==> src/logic/mps_pkg.sv <==
// package: states, timing constants and sequencing counts for the power sequencer
package mps_pkg;
  // power states gray coded along the usual path, except the two-bit step from MPS_DN_DROP to MPS_OFF
  typedef enum logic [2:0] {
    MPS_OFF = 3'h0,
    MPS_UP_PERMIT = 3'h1,
    MPS_ON = 3'h3,
    MPS_SLEEP = 3'h2,
    MPS_DN_RESET = 3'h7,
    MPS_DN_DROP = 3'h6
  } mps_state_t;

  localparam int unsigned MPS_CLK_HZ = 10000000;
  // button hold time for forced off, in seconds
  localparam int unsigned MPS_HOLD_S = 10;
  localparam longint unsigned MPS_HOLD_CYC_L = longint'(MPS_HOLD_S) * longint'(MPS_CLK_HZ);
  localparam logic [31:0] MPS_HOLD_CYC = MPS_HOLD_CYC_L[31:0];
  // settle time between permit and reset release, and reset and permit drop (cycles)
  localparam logic [31:0] MPS_SETTLE_CYC = 32'h0000_0010;
  // timer width for the sleep wake timer
  localparam int unsigned MPS_TMR_W = 32;
  // number of programmable connector wake pins
  localparam int unsigned MPS_NWAKE = 4;
  // reset values
  localparam logic MPS_RST_LOW = 1'b0;
  localparam logic MPS_RST_HIGH = 1'b1;
  localparam logic [31:0] MPS_CNT_ZERO = 32'h0000_0000;
endpackage

==> src/logic/mps_sequencer.sv <==
// power sequencer: off/on/sleep state machine, carrier permit and system reset
`timescale 1ns/1ps
module mps_sequencer (
  input wire logic clk_i,
  input wire logic sys_rst_i,
  input wire logic power_button_in_n_i,
  input wire logic vin_good_in_i,
  input wire logic sw_running_i,
  input wire logic sw_shutdown_req_i,
  input wire logic sw_sleep_req_i,
  input wire logic deep_sleep_mode_i,
  input wire logic [mps_pkg::MPS_TMR_W-1:0] sleep_timer_load_i,
  input wire logic sleep_timer_en_i,
  input wire logic over_temp_i,
  input wire logic temp_limit_i,
  input wire logic brown_out_i,
  input wire logic low_supply_i,
  input wire logic usb_vbus_i,
  input wire logic usb_vbus_wake_en_i,
  input wire logic sd_detect_i,
  input wire logic sd_detect_wake_en_i,
  input wire logic [mps_pkg::MPS_NWAKE-1:0] conn_wake_i,
  input wire logic [mps_pkg::MPS_NWAKE-1:0] conn_wake_en_i,
  input wire logic [mps_pkg::MPS_NWAKE-1:0] io_out_i,
  output logic carrier_power_permit_o,
  output logic system_reset_out_n_o,
  output logic module_power_en_o,
  output logic [1:0] power_state_o,
  output logic deep_sleep_active_o,
  output logic [mps_pkg::MPS_NWAKE-1:0] io_out_o,
  output logic [2:0] wake_cause_o
);
  import mps_pkg::*;

  mps_state_t state_reg;
  mps_state_t state_next;
  logic btn_n_sync;
  logic vin_sync;
  logic vbus_sync;
  logic sd_sync;
  logic [MPS_NWAKE-1:0] conn_sync;
  logic btn_n_prev_reg;
  logic btn_rise;
  logic hold_done;
  logic settle_done;
  logic settle_run;
  logic hw_off_evt;
  logic wake_evt;
  logic timer_wake;
  logic [MPS_TMR_W-1:0] timer_reg;
  logic timer_armed_reg;
  logic [2:0] cause_next;

  // outside state code; transitional steps keep the previous code
  function automatic logic [1:0] mps_code(input mps_state_t s, input logic [1:0] prev);
    logic [1:0] code;
    code = prev;
    case (s)
      MPS_ON: code = 2'h1;
      MPS_SLEEP: code = 2'h2;
      MPS_OFF: code = 2'h0;
      default: code = prev;
    endcase
    return code;
  endfunction

  // true on the edge that moves the machine from one given state to another
  function automatic logic mps_step(input mps_state_t cur, input mps_state_t nxt,
    input mps_state_t from, input mps_state_t to);
    return (cur == from) && (nxt == to);
  endfunction

  // input synchronisers for button, vin good and external wake pins
  mps_sync #(.RST_VAL(1'b1)) u_btn_sync (.clk_i(clk_i), .sys_rst_i(sys_rst_i),
    .d_i(power_button_in_n_i), .q_o(btn_n_sync));
  mps_sync #(.RST_VAL(1'b0)) u_vin_sync (.clk_i(clk_i), .sys_rst_i(sys_rst_i),
    .d_i(vin_good_in_i), .q_o(vin_sync));
  mps_sync #(.RST_VAL(1'b0)) u_vbus_sync (.clk_i(clk_i), .sys_rst_i(sys_rst_i),
    .d_i(usb_vbus_i), .q_o(vbus_sync));
  mps_sync #(.RST_VAL(1'b0)) u_sd_sync (.clk_i(clk_i), .sys_rst_i(sys_rst_i),
    .d_i(sd_detect_i), .q_o(sd_sync));

  // one synchroniser per connector wake pin
  genvar gi;
  generate
    for (gi = 0; gi < MPS_NWAKE; gi++) begin : g_conn
      mps_sync #(.RST_VAL(1'b0)) u_conn_sync (.clk_i(clk_i), .sys_rst_i(sys_rst_i),
        .d_i(conn_wake_i[gi]), .q_o(conn_sync[gi]));
    end
  endgenerate

  // button edge detect on the synchronised level; reset value avoids a false edge
  always_ff @(posedge clk_i or posedge sys_rst_i) begin
    if (sys_rst_i) begin
      btn_n_prev_reg <= MPS_RST_HIGH; // idle level of the released button
    end else begin
      btn_n_prev_reg <= btn_n_sync;
    end
  end
  assign btn_rise = btn_n_sync & ~btn_n_prev_reg;

  // ten second long press while on
  mps_counter u_hold (.clk_i(clk_i), .sys_rst_i(sys_rst_i),
    .run_i((state_reg == MPS_ON) && !btn_n_sync),
    .limit_i(MPS_HOLD_CYC), .done_o(hold_done));

  // settle delay in the two sequencing steps
  assign settle_run = (state_reg == MPS_UP_PERMIT) || (state_reg == MPS_DN_RESET);
  mps_counter u_settle (.clk_i(clk_i), .sys_rst_i(sys_rst_i), .run_i(settle_run),
    .limit_i(MPS_SETTLE_CYC), .done_o(settle_done));

  // hardware off events acted on in every state but the two shutdown steps
  assign hw_off_evt = over_temp_i | brown_out_i;

  // sleep timer, loaded on sleep entry and counting down during sleep
  always_ff @(posedge clk_i or posedge sys_rst_i) begin
    if (sys_rst_i) begin
      timer_reg <= '0;
    end else if (mps_step(state_reg, state_next, MPS_ON, MPS_SLEEP)) begin
      timer_reg <= sleep_timer_load_i;
    end else if (state_reg == MPS_SLEEP && timer_armed_reg && timer_reg != '0) begin
      timer_reg <= timer_reg - 1'b1;
    end
  end

  // timer arm flag, taken at sleep entry and dropped once out of sleep
  always_ff @(posedge clk_i or posedge sys_rst_i) begin
    if (sys_rst_i) begin
      timer_armed_reg <= MPS_RST_LOW;
    end else if (mps_step(state_reg, state_next, MPS_ON, MPS_SLEEP)) begin
      timer_armed_reg <= sleep_timer_en_i;
    end else if (state_reg != MPS_SLEEP) begin
      timer_armed_reg <= MPS_RST_LOW;
    end
  end
  assign timer_wake = timer_armed_reg && (timer_reg == '0);

  // wake sources gathered; vbus, sd detect and connector pins each gated by its own enable
  always_comb begin
    cause_next = 3'h0;
    if (timer_wake) begin
      cause_next = 3'h1;
    end else if (temp_limit_i) begin
      cause_next = 3'h2;
    end else if (low_supply_i) begin
      cause_next = 3'h3;
    end else if (vbus_sync && usb_vbus_wake_en_i) begin
      cause_next = 3'h4;
    end else if (sd_sync && sd_detect_wake_en_i) begin
      cause_next = 3'h5;
    end else if (|(conn_sync & conn_wake_en_i)) begin
      cause_next = 3'h6;
    end else if (btn_rise) begin
      cause_next = 3'h7;
    end
  end
  assign wake_evt = (cause_next != 3'h0);

  // next state decode
  always_comb begin
    state_next = state_reg;
    case (state_reg)
      MPS_OFF: begin
        if (btn_rise && vin_sync && !hw_off_evt) begin
          state_next = MPS_UP_PERMIT;
        end
      end
      MPS_UP_PERMIT: begin
        if (hw_off_evt) begin
          state_next = MPS_DN_RESET;
        end else if (settle_done) begin
          state_next = MPS_ON;
        end
      end
      MPS_ON: begin
        if (hw_off_evt || hold_done || (sw_shutdown_req_i && sw_running_i)) begin
          state_next = MPS_DN_RESET;
        end else if (sw_sleep_req_i && sw_running_i) begin
          state_next = MPS_SLEEP;
        end
      end
      MPS_SLEEP: begin
        if (hw_off_evt) begin
          state_next = MPS_DN_RESET;
        end else if (wake_evt) begin
          state_next = MPS_ON;
        end
      end
      MPS_DN_RESET: begin
        if (settle_done) begin
          state_next = MPS_DN_DROP;
        end
      end
      MPS_DN_DROP: begin
        state_next = MPS_OFF;
      end
      default: begin
        state_next = MPS_OFF;
      end
    endcase
  end

  // state register, off after reset
  always_ff @(posedge clk_i or posedge sys_rst_i) begin
    if (sys_rst_i) begin
      state_reg <= MPS_OFF;
    end else begin
      state_reg <= state_next;
    end
  end

  // carrier permit: raised with own power, dropped only after reset is held
  always_ff @(posedge clk_i or posedge sys_rst_i) begin
    if (sys_rst_i) begin
      carrier_power_permit_o <= MPS_RST_LOW;
    end else begin
      case (state_next)
        MPS_UP_PERMIT: begin
          carrier_power_permit_o <= MPS_RST_HIGH;
        end
        MPS_DN_DROP: begin
          carrier_power_permit_o <= MPS_RST_LOW;
        end
        MPS_OFF: begin
          carrier_power_permit_o <= MPS_RST_LOW;
        end
        default: begin
          carrier_power_permit_o <= carrier_power_permit_o; // sleep keeps level
        end
      endcase
    end
  end

  // system reset: held through the settle, released in on, asserted first on shutdown
  always_ff @(posedge clk_i or posedge sys_rst_i) begin
    if (sys_rst_i) begin
      system_reset_out_n_o <= MPS_RST_LOW;
    end else begin
      case (state_next)
        MPS_UP_PERMIT: begin
          system_reset_out_n_o <= MPS_RST_LOW;
        end
        MPS_ON: begin
          system_reset_out_n_o <= MPS_RST_HIGH;
        end
        MPS_DN_RESET: begin
          system_reset_out_n_o <= MPS_RST_LOW;
        end
        MPS_OFF: begin
          system_reset_out_n_o <= MPS_RST_LOW;
        end
        default: begin
          system_reset_out_n_o <= system_reset_out_n_o;
        end
      endcase
    end
  end

  // own power: on from permit raise until the shutdown completes
  always_ff @(posedge clk_i or posedge sys_rst_i) begin
    if (sys_rst_i) begin
      module_power_en_o <= MPS_RST_LOW;
    end else begin
      case (state_next)
        MPS_UP_PERMIT: begin
          module_power_en_o <= MPS_RST_HIGH;
        end
        MPS_OFF: begin
          module_power_en_o <= MPS_RST_LOW;
        end
        default: begin
          module_power_en_o <= module_power_en_o;
        end
      endcase
    end
  end

  // general outputs follow software in on, freeze in sleep
  always_ff @(posedge clk_i or posedge sys_rst_i) begin
    if (sys_rst_i) begin
      io_out_o <= '0;
    end else if (state_reg == MPS_ON && state_next == MPS_ON) begin
      io_out_o <= io_out_i;
    end else if (state_next == MPS_OFF) begin
      io_out_o <= '0;
    end
  end

  // state code, held through the transitional steps
  always_ff @(posedge clk_i or posedge sys_rst_i) begin
    if (sys_rst_i) begin
      power_state_o <= 2'h0;
    end else begin
      power_state_o <= mps_code(state_next, power_state_o);
    end
  end

  // deep sleep flag taken at sleep entry, cleared on leaving sleep
  always_ff @(posedge clk_i or posedge sys_rst_i) begin
    if (sys_rst_i) begin
      deep_sleep_active_o <= MPS_RST_LOW;
    end else if (mps_step(state_reg, state_next, MPS_ON, MPS_SLEEP)) begin
      deep_sleep_active_o <= deep_sleep_mode_i;
    end else if (state_next != MPS_SLEEP) begin
      deep_sleep_active_o <= MPS_RST_LOW;
    end
  end

  // cause of the latest wake, kept until the next one
  always_ff @(posedge clk_i or posedge sys_rst_i) begin
    if (sys_rst_i) begin
      wake_cause_o <= 3'h0;
    end else if (mps_step(state_reg, state_next, MPS_SLEEP, MPS_ON)) begin
      wake_cause_o <= cause_next;
    end
  end
endmodule

==> src/logic/mps_sync.sv <==
// two flip-flop synchroniser for one level
`timescale 1ns/1ps
module mps_sync #(
  parameter logic RST_VAL = 1'b0
) (
  input wire logic clk_i,
  input wire logic sys_rst_i,
  input wire logic d_i,
  output logic q_o
);
  logic meta_reg;

  // first stage feeds only the second; reset level is the pin's idle level
  always_ff @(posedge clk_i or posedge sys_rst_i) begin
    if (sys_rst_i) begin
      meta_reg <= RST_VAL;
      q_o <= RST_VAL;
    end else begin
      meta_reg <= d_i;
      q_o <= meta_reg;
    end
  end
endmodule

==> src/logic/mps_counter.sv <==
// saturating hold counter: counts while run is high, clears otherwise
`timescale 1ns/1ps
module mps_counter (
  input wire logic clk_i,
  input wire logic sys_rst_i,
  input wire logic run_i,
  input wire logic [31:0] limit_i,
  output logic done_o
);
  logic [31:0] cnt_reg;

  // count up to the limit, then hold done
  always_ff @(posedge clk_i or posedge sys_rst_i) begin
    if (sys_rst_i) begin
      cnt_reg <= 32'h0000_0000;
      done_o <= 1'b0;
    end else if (!run_i) begin
      cnt_reg <= 32'h0000_0000;
      done_o <= 1'b0;
    end else if (cnt_reg >= limit_i - 32'h0000_0001) begin
      done_o <= 1'b1;
    end else begin
      cnt_reg <= cnt_reg + 32'h0000_0001;
    end
  end
endmodule

==> config.mk <==
export PLATFORM = sky130hd
export DESIGN_NAME = mps_sequencer
export DESIGN_NICKNAME = d
export VERILOG_FILES = /design/src/logic/mps_pkg.sv /design/src/logic/mps_sequencer.sv /design/src/logic/mps_sync.sv /design/src/logic/mps_counter.sv
export SDC_FILE = /design/constraint.sdc
export NUM_CORES = 1
export LEC_CHECK = 0
export BUFFER_PORTS_ARGS = -buffer_cell sky130_fd_sc_hd__buf_4
export CAP_MARGIN = 20
export CORE_MARGIN = 2
export CORE_UTILIZATION = 37
export CTS_CLUSTER_DIAMETER = 40
export DETAILED_ROUTE_END_ITERATION = 12
export PLACE_DENSITY = 0.51
export SETUP_SLACK_MARGIN = 0.15
export SYNTH_ARGS = -nofsm -noshare
export SYNTH_HDL_FRONTEND = slang
export SYNTH_SLANG_ARGS = --single-unit
==> constraint.sdc <==
create_clock -name clk_i -period 8.23 [get_ports clk_i]
set_input_delay 0.4115 -clock clk_i [delete_from_list [all_inputs] [get_ports clk_i]]
set_output_delay 0.4115 -clock clk_i [all_outputs]
set_load 0.02 [all_outputs]
Yosys cells after proc, flatten, opt, wreduce, memory -nomap -nowiden. Cells that the tools add are included.

Order comparisons: 2. Reductions and logical operators: 34. Equality and inequality tests: 15. Multiplexer cells: 36. Bitwise operators: 4. Add/sub/neg operators: 3.

Operators with widths (count): 32-bit two-way mux (6); 32-bit by 1-bit adder with 32-bit output (second input constant) (2); 3-bit two-way mux (15); 32-bit by 27-bit >= comparator with 1-bit output (second input constant) (1); 32-bit by 4-bit >= comparator with 1-bit output (second input constant) (1); 32-bit zero test (1); 32-bit nonzero test (1); 32-bit by 1-bit subtractor with 32-bit output (second input constant) (1); 3-bit one-hot mux with 5 select lines (1); 2-bit nonzero test (7); 1-bit logical AND (13); 3-bit by 2-bit == test with 1-bit output (second input constant) (4); 3-bit == test (second input constant) (3); 1-bit two-way mux (8); 4-bit two-way mux (2); 2-bit inequality test (second input constant) (4); 3-bit by 1-bit == test with 1-bit output (second input constant) (2); 3-bit zero test (2); 3-bit by 2-bit inequality test with 1-bit output (second input constant) (2); 1-bit one-hot mux with 2 select lines (3); 2-bit one-hot mux with 3 select lines (1); 3-bit nonzero test (2); 4-bit bitwise AND (1); 4-bit OR reduction (1); other kinds (7) (10).

Bits in registers: 132. Word-level logic and storage cells: 125. Input port bits: 61.

Depth between registers and ports, before layout. Gate-level depths: netlist of the first run.

Depth after elaboration: 16. Mapped depth: 8. Depth with buffers taken out: 7.

By module. From an unflattened synthesis of the first run, not the netlist that was laid out.

Cells, all modules: 1059. Area, all modules: 9482.8 um^2.

Modules (own cells, without submodules): mps_counter (u_hold) (instances 1, area each 3118.0 um^2, cells each 346, sequential area each 825.8 um^2); mps_counter (u_settle) (instances 1, area each 3086.7 um^2, cells each 373, sequential area each 825.8 um^2); mps_sequencer (instances 1, area each 2845.2 um^2, cells each 316, sequential area each 1252.5 um^2); mps_sync (g_conn[0].u_conn_sync ...) (instances 7, area each 53.8 um^2, cells each 3, sequential area each 50.0 um^2); mps_sync (u_btn_sync) (instances 1, area each 56.3 um^2, cells each 3, sequential area each 52.6 um^2).

Least setup slack after synthesis of the first run. OpenSTA, ideal clock, no wires.

Path type: register to register. Start: register timer_reg[20]. End: register timer_reg[8]. Cell stages (with the launch flop): 9. Setup slack: 5.713 ns. Buffers on the path: 2. Library setup time: 0.121 ns. Arrival: 2.396 ns. Path through: dfrtp_1 or4_4 or3_1 buf_2 or4_1 buf_2 o211ai_2 xor2_1 o21ai_1.

Longest elaborated chain between the ends: 10.

RTL lines: start: declaration (RTL line mps_sequencer.sv:50) `logic [MPS_TMR_W-1:0] timer_reg;`; start signal: assignment (RTL line mps_sequencer.sv:120) `timer_reg <= sleep_timer_load_i;`; start signal: assignment (RTL line mps_sequencer.sv:122) `timer_reg <= timer_reg - 1'b1;`; 32-bit zero test (RTL line mps_sequencer.sv:136) `assign timer_wake = timer_armed_reg && (timer_reg == '0);`; 1-bit logical AND (RTL line mps_sequencer.sv:136); 3-bit two-way mux (RTL line mps_sequencer.sv:141) `if (timer_wake) begin`; 3-bit nonzero test (RTL line mps_sequencer.sv:157) `assign wake_evt = (cause_next != 3'h0);`; 3-bit two-way mux (RTL line mps_sequencer.sv:185) `end else if (wake_evt) begin`; 3-bit two-way mux (RTL line mps_sequencer.sv:183) `if (hw_off_evt) begin`; 3-bit one-hot mux with 5 select lines (RTL line mps_sequencer.sv:162) `case (state_reg)`; 3-bit by 2-bit == test with 1-bit output (RTL line mps_sequencer.sv:70) `return (cur == from) && (nxt == to);`; 1-bit logical AND (RTL line mps_sequencer.sv:70); 32-bit two-way mux or 2-bit nonzero test (tied branches).

Several ways; a longest one is shown, not always the timed one. A chain may end at the register's enable or synchronous reset.

Worst setup path after layout of the first run.
Start: register timer_reg[4]. End: register timer_reg[26].

The elaborated chain is that of the path after synthesis.

==> results of run 1 <==
-- cells in the final DEF (no fill, tap or decap), drive strengths merged, types with 4 or more instances in the layout --
cell type	count
o211ai	6
ha	4
and2	34
nor4	19
nor2	74
or3	5
nand4b	5
nand2	53
xor2	42
a21oi	22
o21ai	29
clkbuf	18
nor3	20
buf	79
nand3	29
nand2b	5
nand4	31
xnor2	10
or4	5
dfrtp	129
inv	13
and4	4
and3	9
-- per-layer routing --
metal,part of all wire [%],up-vias
met2,46,87
met3,4.6,16
li1,-,2321
met5,0,-
met4,1.2,0
met1,48,2268
-- final cells by class --
type                       instances  area, um2
clock buffer                      18        439
tap                              220        275
sequential                       132       3310
inverter                           8       32.5
timing repair buffer              79        591
fill                            1567       8850
clock inverter                    13        174
multi-input combinational        448       2680
-- path summary, 6_finish.rpt --
kind,startpoint,endpoint,slack [ns]
min in group clk_i,conn_wake_i[1],g_conn[1].u_conn_sync.meta_reg,0.10
hold reg to reg,u_vin_sync.meta_reg,u_vin_sync.q_o,0.35
setup / recovery,timer_reg[4],timer_reg[26],5.39
max in group asynchronous,sys_rst_i,timer_reg[0],6.68
setup reg to reg,timer_reg[4],timer_reg[26],5.39
hold / removal,sys_rst_i,wake_cause_o[0],0.1
-- worst register-to-register path, delay by kind of cell, from the launching register on --
family / cells / cell delay [ns]
AOI/OAI and AO/OA: 2 / 0.35
DFF: 1 / 0.42
and+or+nand+nor: 4 / 1.95
-- kinds of logic (layout without fill, tap and decap cells) --
family | count (synthesis) | count (layout) | share of synthesized area, %
AND/OR/NAND/NOR | 306 | 306 | 26.1
flip-flops | 132 | 132 | 54.0
AO/OA/AOI/OAI | 82 | 82 | 8.40
XOR/XNOR | 52 | 52 | 7.44
buffers and inverters | 35 | 118 | 2.53
adder cells (fa/ha/maj) | 4 | 4 | 0.818
multiplexers | 4 | 4 | 0.695
-- power groups by stage --
stage,Clock (mW),Combinational [mW],Sequential [mW]
after global placement,0,0.394,0.899
after floorplan,0,0.278,0.879
after detailed placement,0,0.403,0.901
final,0.790,0.396,0.894
after global routing,0.837,0.451,0.914
after CTS,0.811,0.404,0.892
-- through the flow --
stage | instances | instance area, um2 | hold slack, ns
CTS | 917 | 7490 | 0.0751
global route | 918 | 7500 | 0.0778
floorplan | 615 | 6120 | 0.331
global placement | 886 | 6880 | 0.333
finish | 918 | 7500 | 0.0966
detailed placement | 886 | 6880 | 0.335
==> run metrics, run 1 <==
port bufs=73; syn avg cell area=9.95 um2; Slew @ Worst Pin=0.981 ns; Crit path required time=8.54 ns; clk buf depth=2; cells after synthesis=615; CP max stage delay=0.64 ns; Sw Share=31.8%; Die ar.=17600 um2; number of global-route vias before repair=roughly 4700; grt peak-use layer=met2; insertion delay to the later sink of the worst-skew pair=0.42 ns; clock buffer count from CTS=17; Async SR Flop Fraction=100%; period utilization=34.5%; register bit count reported by yosys=132; Flop pwr share=between 40% and 50%; CTS tree=yes; Peak VDD IR=0.000202 V; Worst-path clk slew=0.06 ns; area share of the largest cell type after synthesis=52.7%; Antenna diodes=0; count leader, synth=dfrtp_1; Worst Setup Path Type=flip-flop to flip-flop; met3 usage=4.87%; Crit Path Max Fanout=18; post-synth top area cell=dfrtp_1; die width=133 um; ys flop type=dfrtp_1; IO Count=74; Unique masters post-synth=57; GR Util met2=26.3%; crit path time final=2.84 ns; DP HPWL=just under 10000 um; final WL=14000 um; Final Util=45.9%; Core ar.=16300 um2; Congestion Overflow GR=0; number of flops mapped to enable cells by yosys=0; Post-DRT Antenna Nets=0; first-pass GRT wire length=24000 um; largest net degree at the start of global routing=slightly below 80; Fin Clk Skew=0.00847 ns; setup slack after layout=5.39 ns; initial core utilization=a little under two fifths; pre-CTS worst setup slack=5.42 ns; First DRT Iteration DRCs=338; Synth Warn #=0; share of cells above drive strength 1=18.1%; CP Capture Type=flip-flop; Slew Limit Fails=0; r2r worst-path depth=6; Lkg Pwr=3.17 nW; status=complete, no violations; DR vias=between 4000 and 5000; Area Growth Syn to Fin=22.4%; maximum clock rate=roughly 0.35 GHz; Logic pwr share=19.0%; sequential fraction of the synthesis area=54.0%; hold_buf cts=0; final hold vios=0; # rows=47; M1 GR Usage=23.3%; Pre-Repair DR Iteration Count=4; NetSw=around 0.66 mW; delay-heaviest family, CP=simple AND/OR/NAND/NOR gates; Setup crit start kind=flip-flop; Int Pwr=about 1.4 mW; arrival time at the worst endpoint=3.14 ns; Tot GR Track Use=17.0%; Max-Cap Viols=0; dominant cells by area after synthesis=dfrtp_1, xor2_1, nor2_1, and2_1, nand2_1; setup_tns=0 ns; Max-slew headroom=34.6%; crit path buf inv count=0; wire per inst=15.3 um; Avg Vias per Cell=5.11; postcts setup bufs=0; nets=roughly 750; Slowest cell on crit path=nor4_1; die span in y=133 um; synth cell count leaders=dfrtp_1, nor2_1, nand2_1; Stages on worst setup path=6; Final setup viols=0; DRC=0; antenna violations before repair=0; # resized after CTS=0; CP cell instances=nor4_1 -> and4_1 -> nand3_1 -> nand2_1 -> a21oi_1 -> a221o_1; Hold Path Class=primary input to asynchronous set/reset pin; H-tree depth=4; total chip power=~2.1 mW; Pwr Density=278 nW/um2; clock share of power=38.0%; RSZ-0062 raised after global routing=no; syn nets=just under 700; Final GP Congestion=approximately 0.8; clock sink count=between 100 and 150; root buffer cell=clkbuf_16; Post-Syn Area=6120 um2
No activity file was read; power rests on OpenSTA's default activity.
==> run 2: changes to the inputs <==
==> constraint.sdc (replaced) <==
create_clock -name clk_i -period 2.9 [get_ports clk_i]
set_input_delay 0.145 -clock clk_i [delete_from_list [all_inputs] [get_ports clk_i]]
set_output_delay 0.145 -clock clk_i [all_outputs]
set_load 0.02 [all_outputs]
==> run 2 against run 1 <==
Net effect: register-to-register slack got worse by 5.1 ns; clock skew rose by 0.0067 ns; core utilization rose by 3.0 points; clock power rose to 2.6 times the previous value; die area did not move; routed wire length rose by 4.6%; cell count rose by 5.9%; maximum frequency rose by 11%; sequential share of layout area fell by 2.7 points; largest cell class unchanged.
==> run metrics, run 2 (same netlist as run 1, synthesis figures left out) <==
die width=133 um; Max-Cap Viols=0; antenna violations before repair=0; status=complete, no violations; initial core utilization=between 30% and 40%; Antenna diodes=0; root buffer cell=clkbuf_16; DP HPWL=slightly above 10000 um; Slew Limit Fails=0; RSZ-0062 raised after global routing=no; period utilization=88.5%; Congestion Overflow GR=0; commonest non-fill, non-tap cell in the layout=dfrtp_1; Slew @ Worst Pin=about 0.88 ns; number of global-route vias before repair=5125; FF+latch area=~3300 um2; # rows=47; first-pass GRT wire length=25000 um; insertion delay to the later sink of the worst-skew pair=0.42 ns; port bufs=73; clock sink count=132; Avg Vias per Cell=5.06; total chip power=between 5 and 6 mW; postcts setup bufs=0; Worst Setup Path Type=flip-flop to flip-flop; IO Count=74; filler cell count=around 1500; Fin Clk Skew=0.0151 ns; First DRT Iteration DRCs=247; H-tree depth=4; final hold vios=0; Max-slew headroom=41.1%; DRC=0; placed cell areas=approximately 7000 um2; final WL=14700 um; largest net degree at the start of global routing=54; nets=804; crit path time final=about 2.6 ns; arrival time at the worst endpoint=2.87 ns; Crit Path Max Fanout=7; wire per inst=approximately 15 um; Post-DRT Antenna Nets=0; share of cells above drive strength 1=18.4%; Pre-Repair DR Iteration Count=4; Area Growth Syn to Fin=30.4%; Hold Path Class=primary input to flip-flop; Peak VDD IR=between 0.0005 and 0.0006 V; die span in y=approximately 130 um; Crit path required time=3.20 ns; CTS tree=yes; Worst-path clk slew=0.06 ns; area of the multi-input gates=2680 um2; clock buffer count from CTS=17; Final setup viols=0; Setup crit start kind=flip-flop; Die ar.=17600 um2; setup_tns=0 ns; Core ar.=16300 um2; leading cell types in the layout, fill and taps excluded=dfrtp_1, buf_4, nor2_1; Lkg Pwr=3.37 nW; Pwr Density=between 700 and 800 nW/um2; maximum clock rate=approximately 0.39 GHz; Tot GR Track Use=17.8%; Final GP Congestion=about 0.86; Finished Cell Area=7980 um2; CP Capture Type=flip-flop; clk buf depth=2; DR vias=4915
run 2: cell types whose count changed in the layout (fill, tap and decap cells not counted), moves of 2 or more:
cell | before | now
bufinv_16 | 3 | 1
dlygate4sd3_1 | 0 | 42
buf_12 | 0 | 2
clkinvlp_4 | 2 | 6
clkinv_4 | 2 | 4
inv_6 | 4 | 2
buf_4 | 78 | 88
run 2: metrics by stage:
step | instances | setup slack [ns] | utilization (%) | hold slack [ns]
after floorplan | 615 | 0.383 | - | 0.149
after global placement | 898 | 0.285 | 42.8 | 0.254
after detailed placement | 898 | 0.257 | 42.8 | 0.255
after CTS | 972 | 0.240 | 48.8 | 0.000685
after global routing | 972 | 0.201 | 48.8 | 0.0103
final | 972 | 0.333 | 48.8 | 0.00905
run 2: layer usage:
metal | vias to the layer above | share of wire, % | track usage [%]
li1 | 2423 | - | -
met1 | 2365 | 47 | 23.6
met2 | 112 | 48 | 28.4
met3 | 15 | 4.2 | 4.29
met4 | 0 | 1.2 | 6.39
met5 | - | 0 | 0
run 2: final timing paths:
check	start	to	slack, ns	cells past startpoint
max	timer_reg[20]	timer_reg[8]	0.33	6
min	sleep_timer_load_i[13]	timer_reg[13]	0.009	3
max reg2reg	timer_reg[20]	timer_reg[8]	0.33	6
min reg2reg	u_sd_sync.meta_reg	u_sd_sync.q_o	0.35	0
max in group asynchronous	sys_rst_i	btn_n_prev_reg	1.63	4
min in group asynchronous	sys_rst_i	timer_reg[17]	0.47	3
run 2: area by class of cell:
| type | instances | share of cell area (%) |
|---|---|---|
| Sequential cell | 132 | 41.4 |
| Multi-Input combinational cell | 448 | 33.5 |
| Timing Repair Buffer | 132 | 14.0 |
| Clock buffer | 18 | 5.50 |
| Tap cell | 220 | 3.45 |
| Clock inverter | 14 | 1.63 |
| Inverter | 8 | 0.423 |
run 2: power by group:
group	leakage [nW]	switching (mW)	internal, mW
Combinational	1.42	0.701	0.549
Clock	0.265	0.849	1.21
Sequential	1.68	0.356	2.16
Total	3.37	1.91	3.91
run 2: what timing repair did:
item	4_1_cts	5_1_grt
endpoints found under the hold margin	76	0
hold buffers	42	0
setup endpoints to repair	0	3
resized for setup	0	1
run 2: critical path, cell delays in order, from the launching register on:
cell	delay [ns]
dfrtp_1	0.45
or4_4	0.57
or3_1	0.46
or4_4	0.57
o211ai_2	0.17
xor2_1	0.16
o21ai_1	0.08
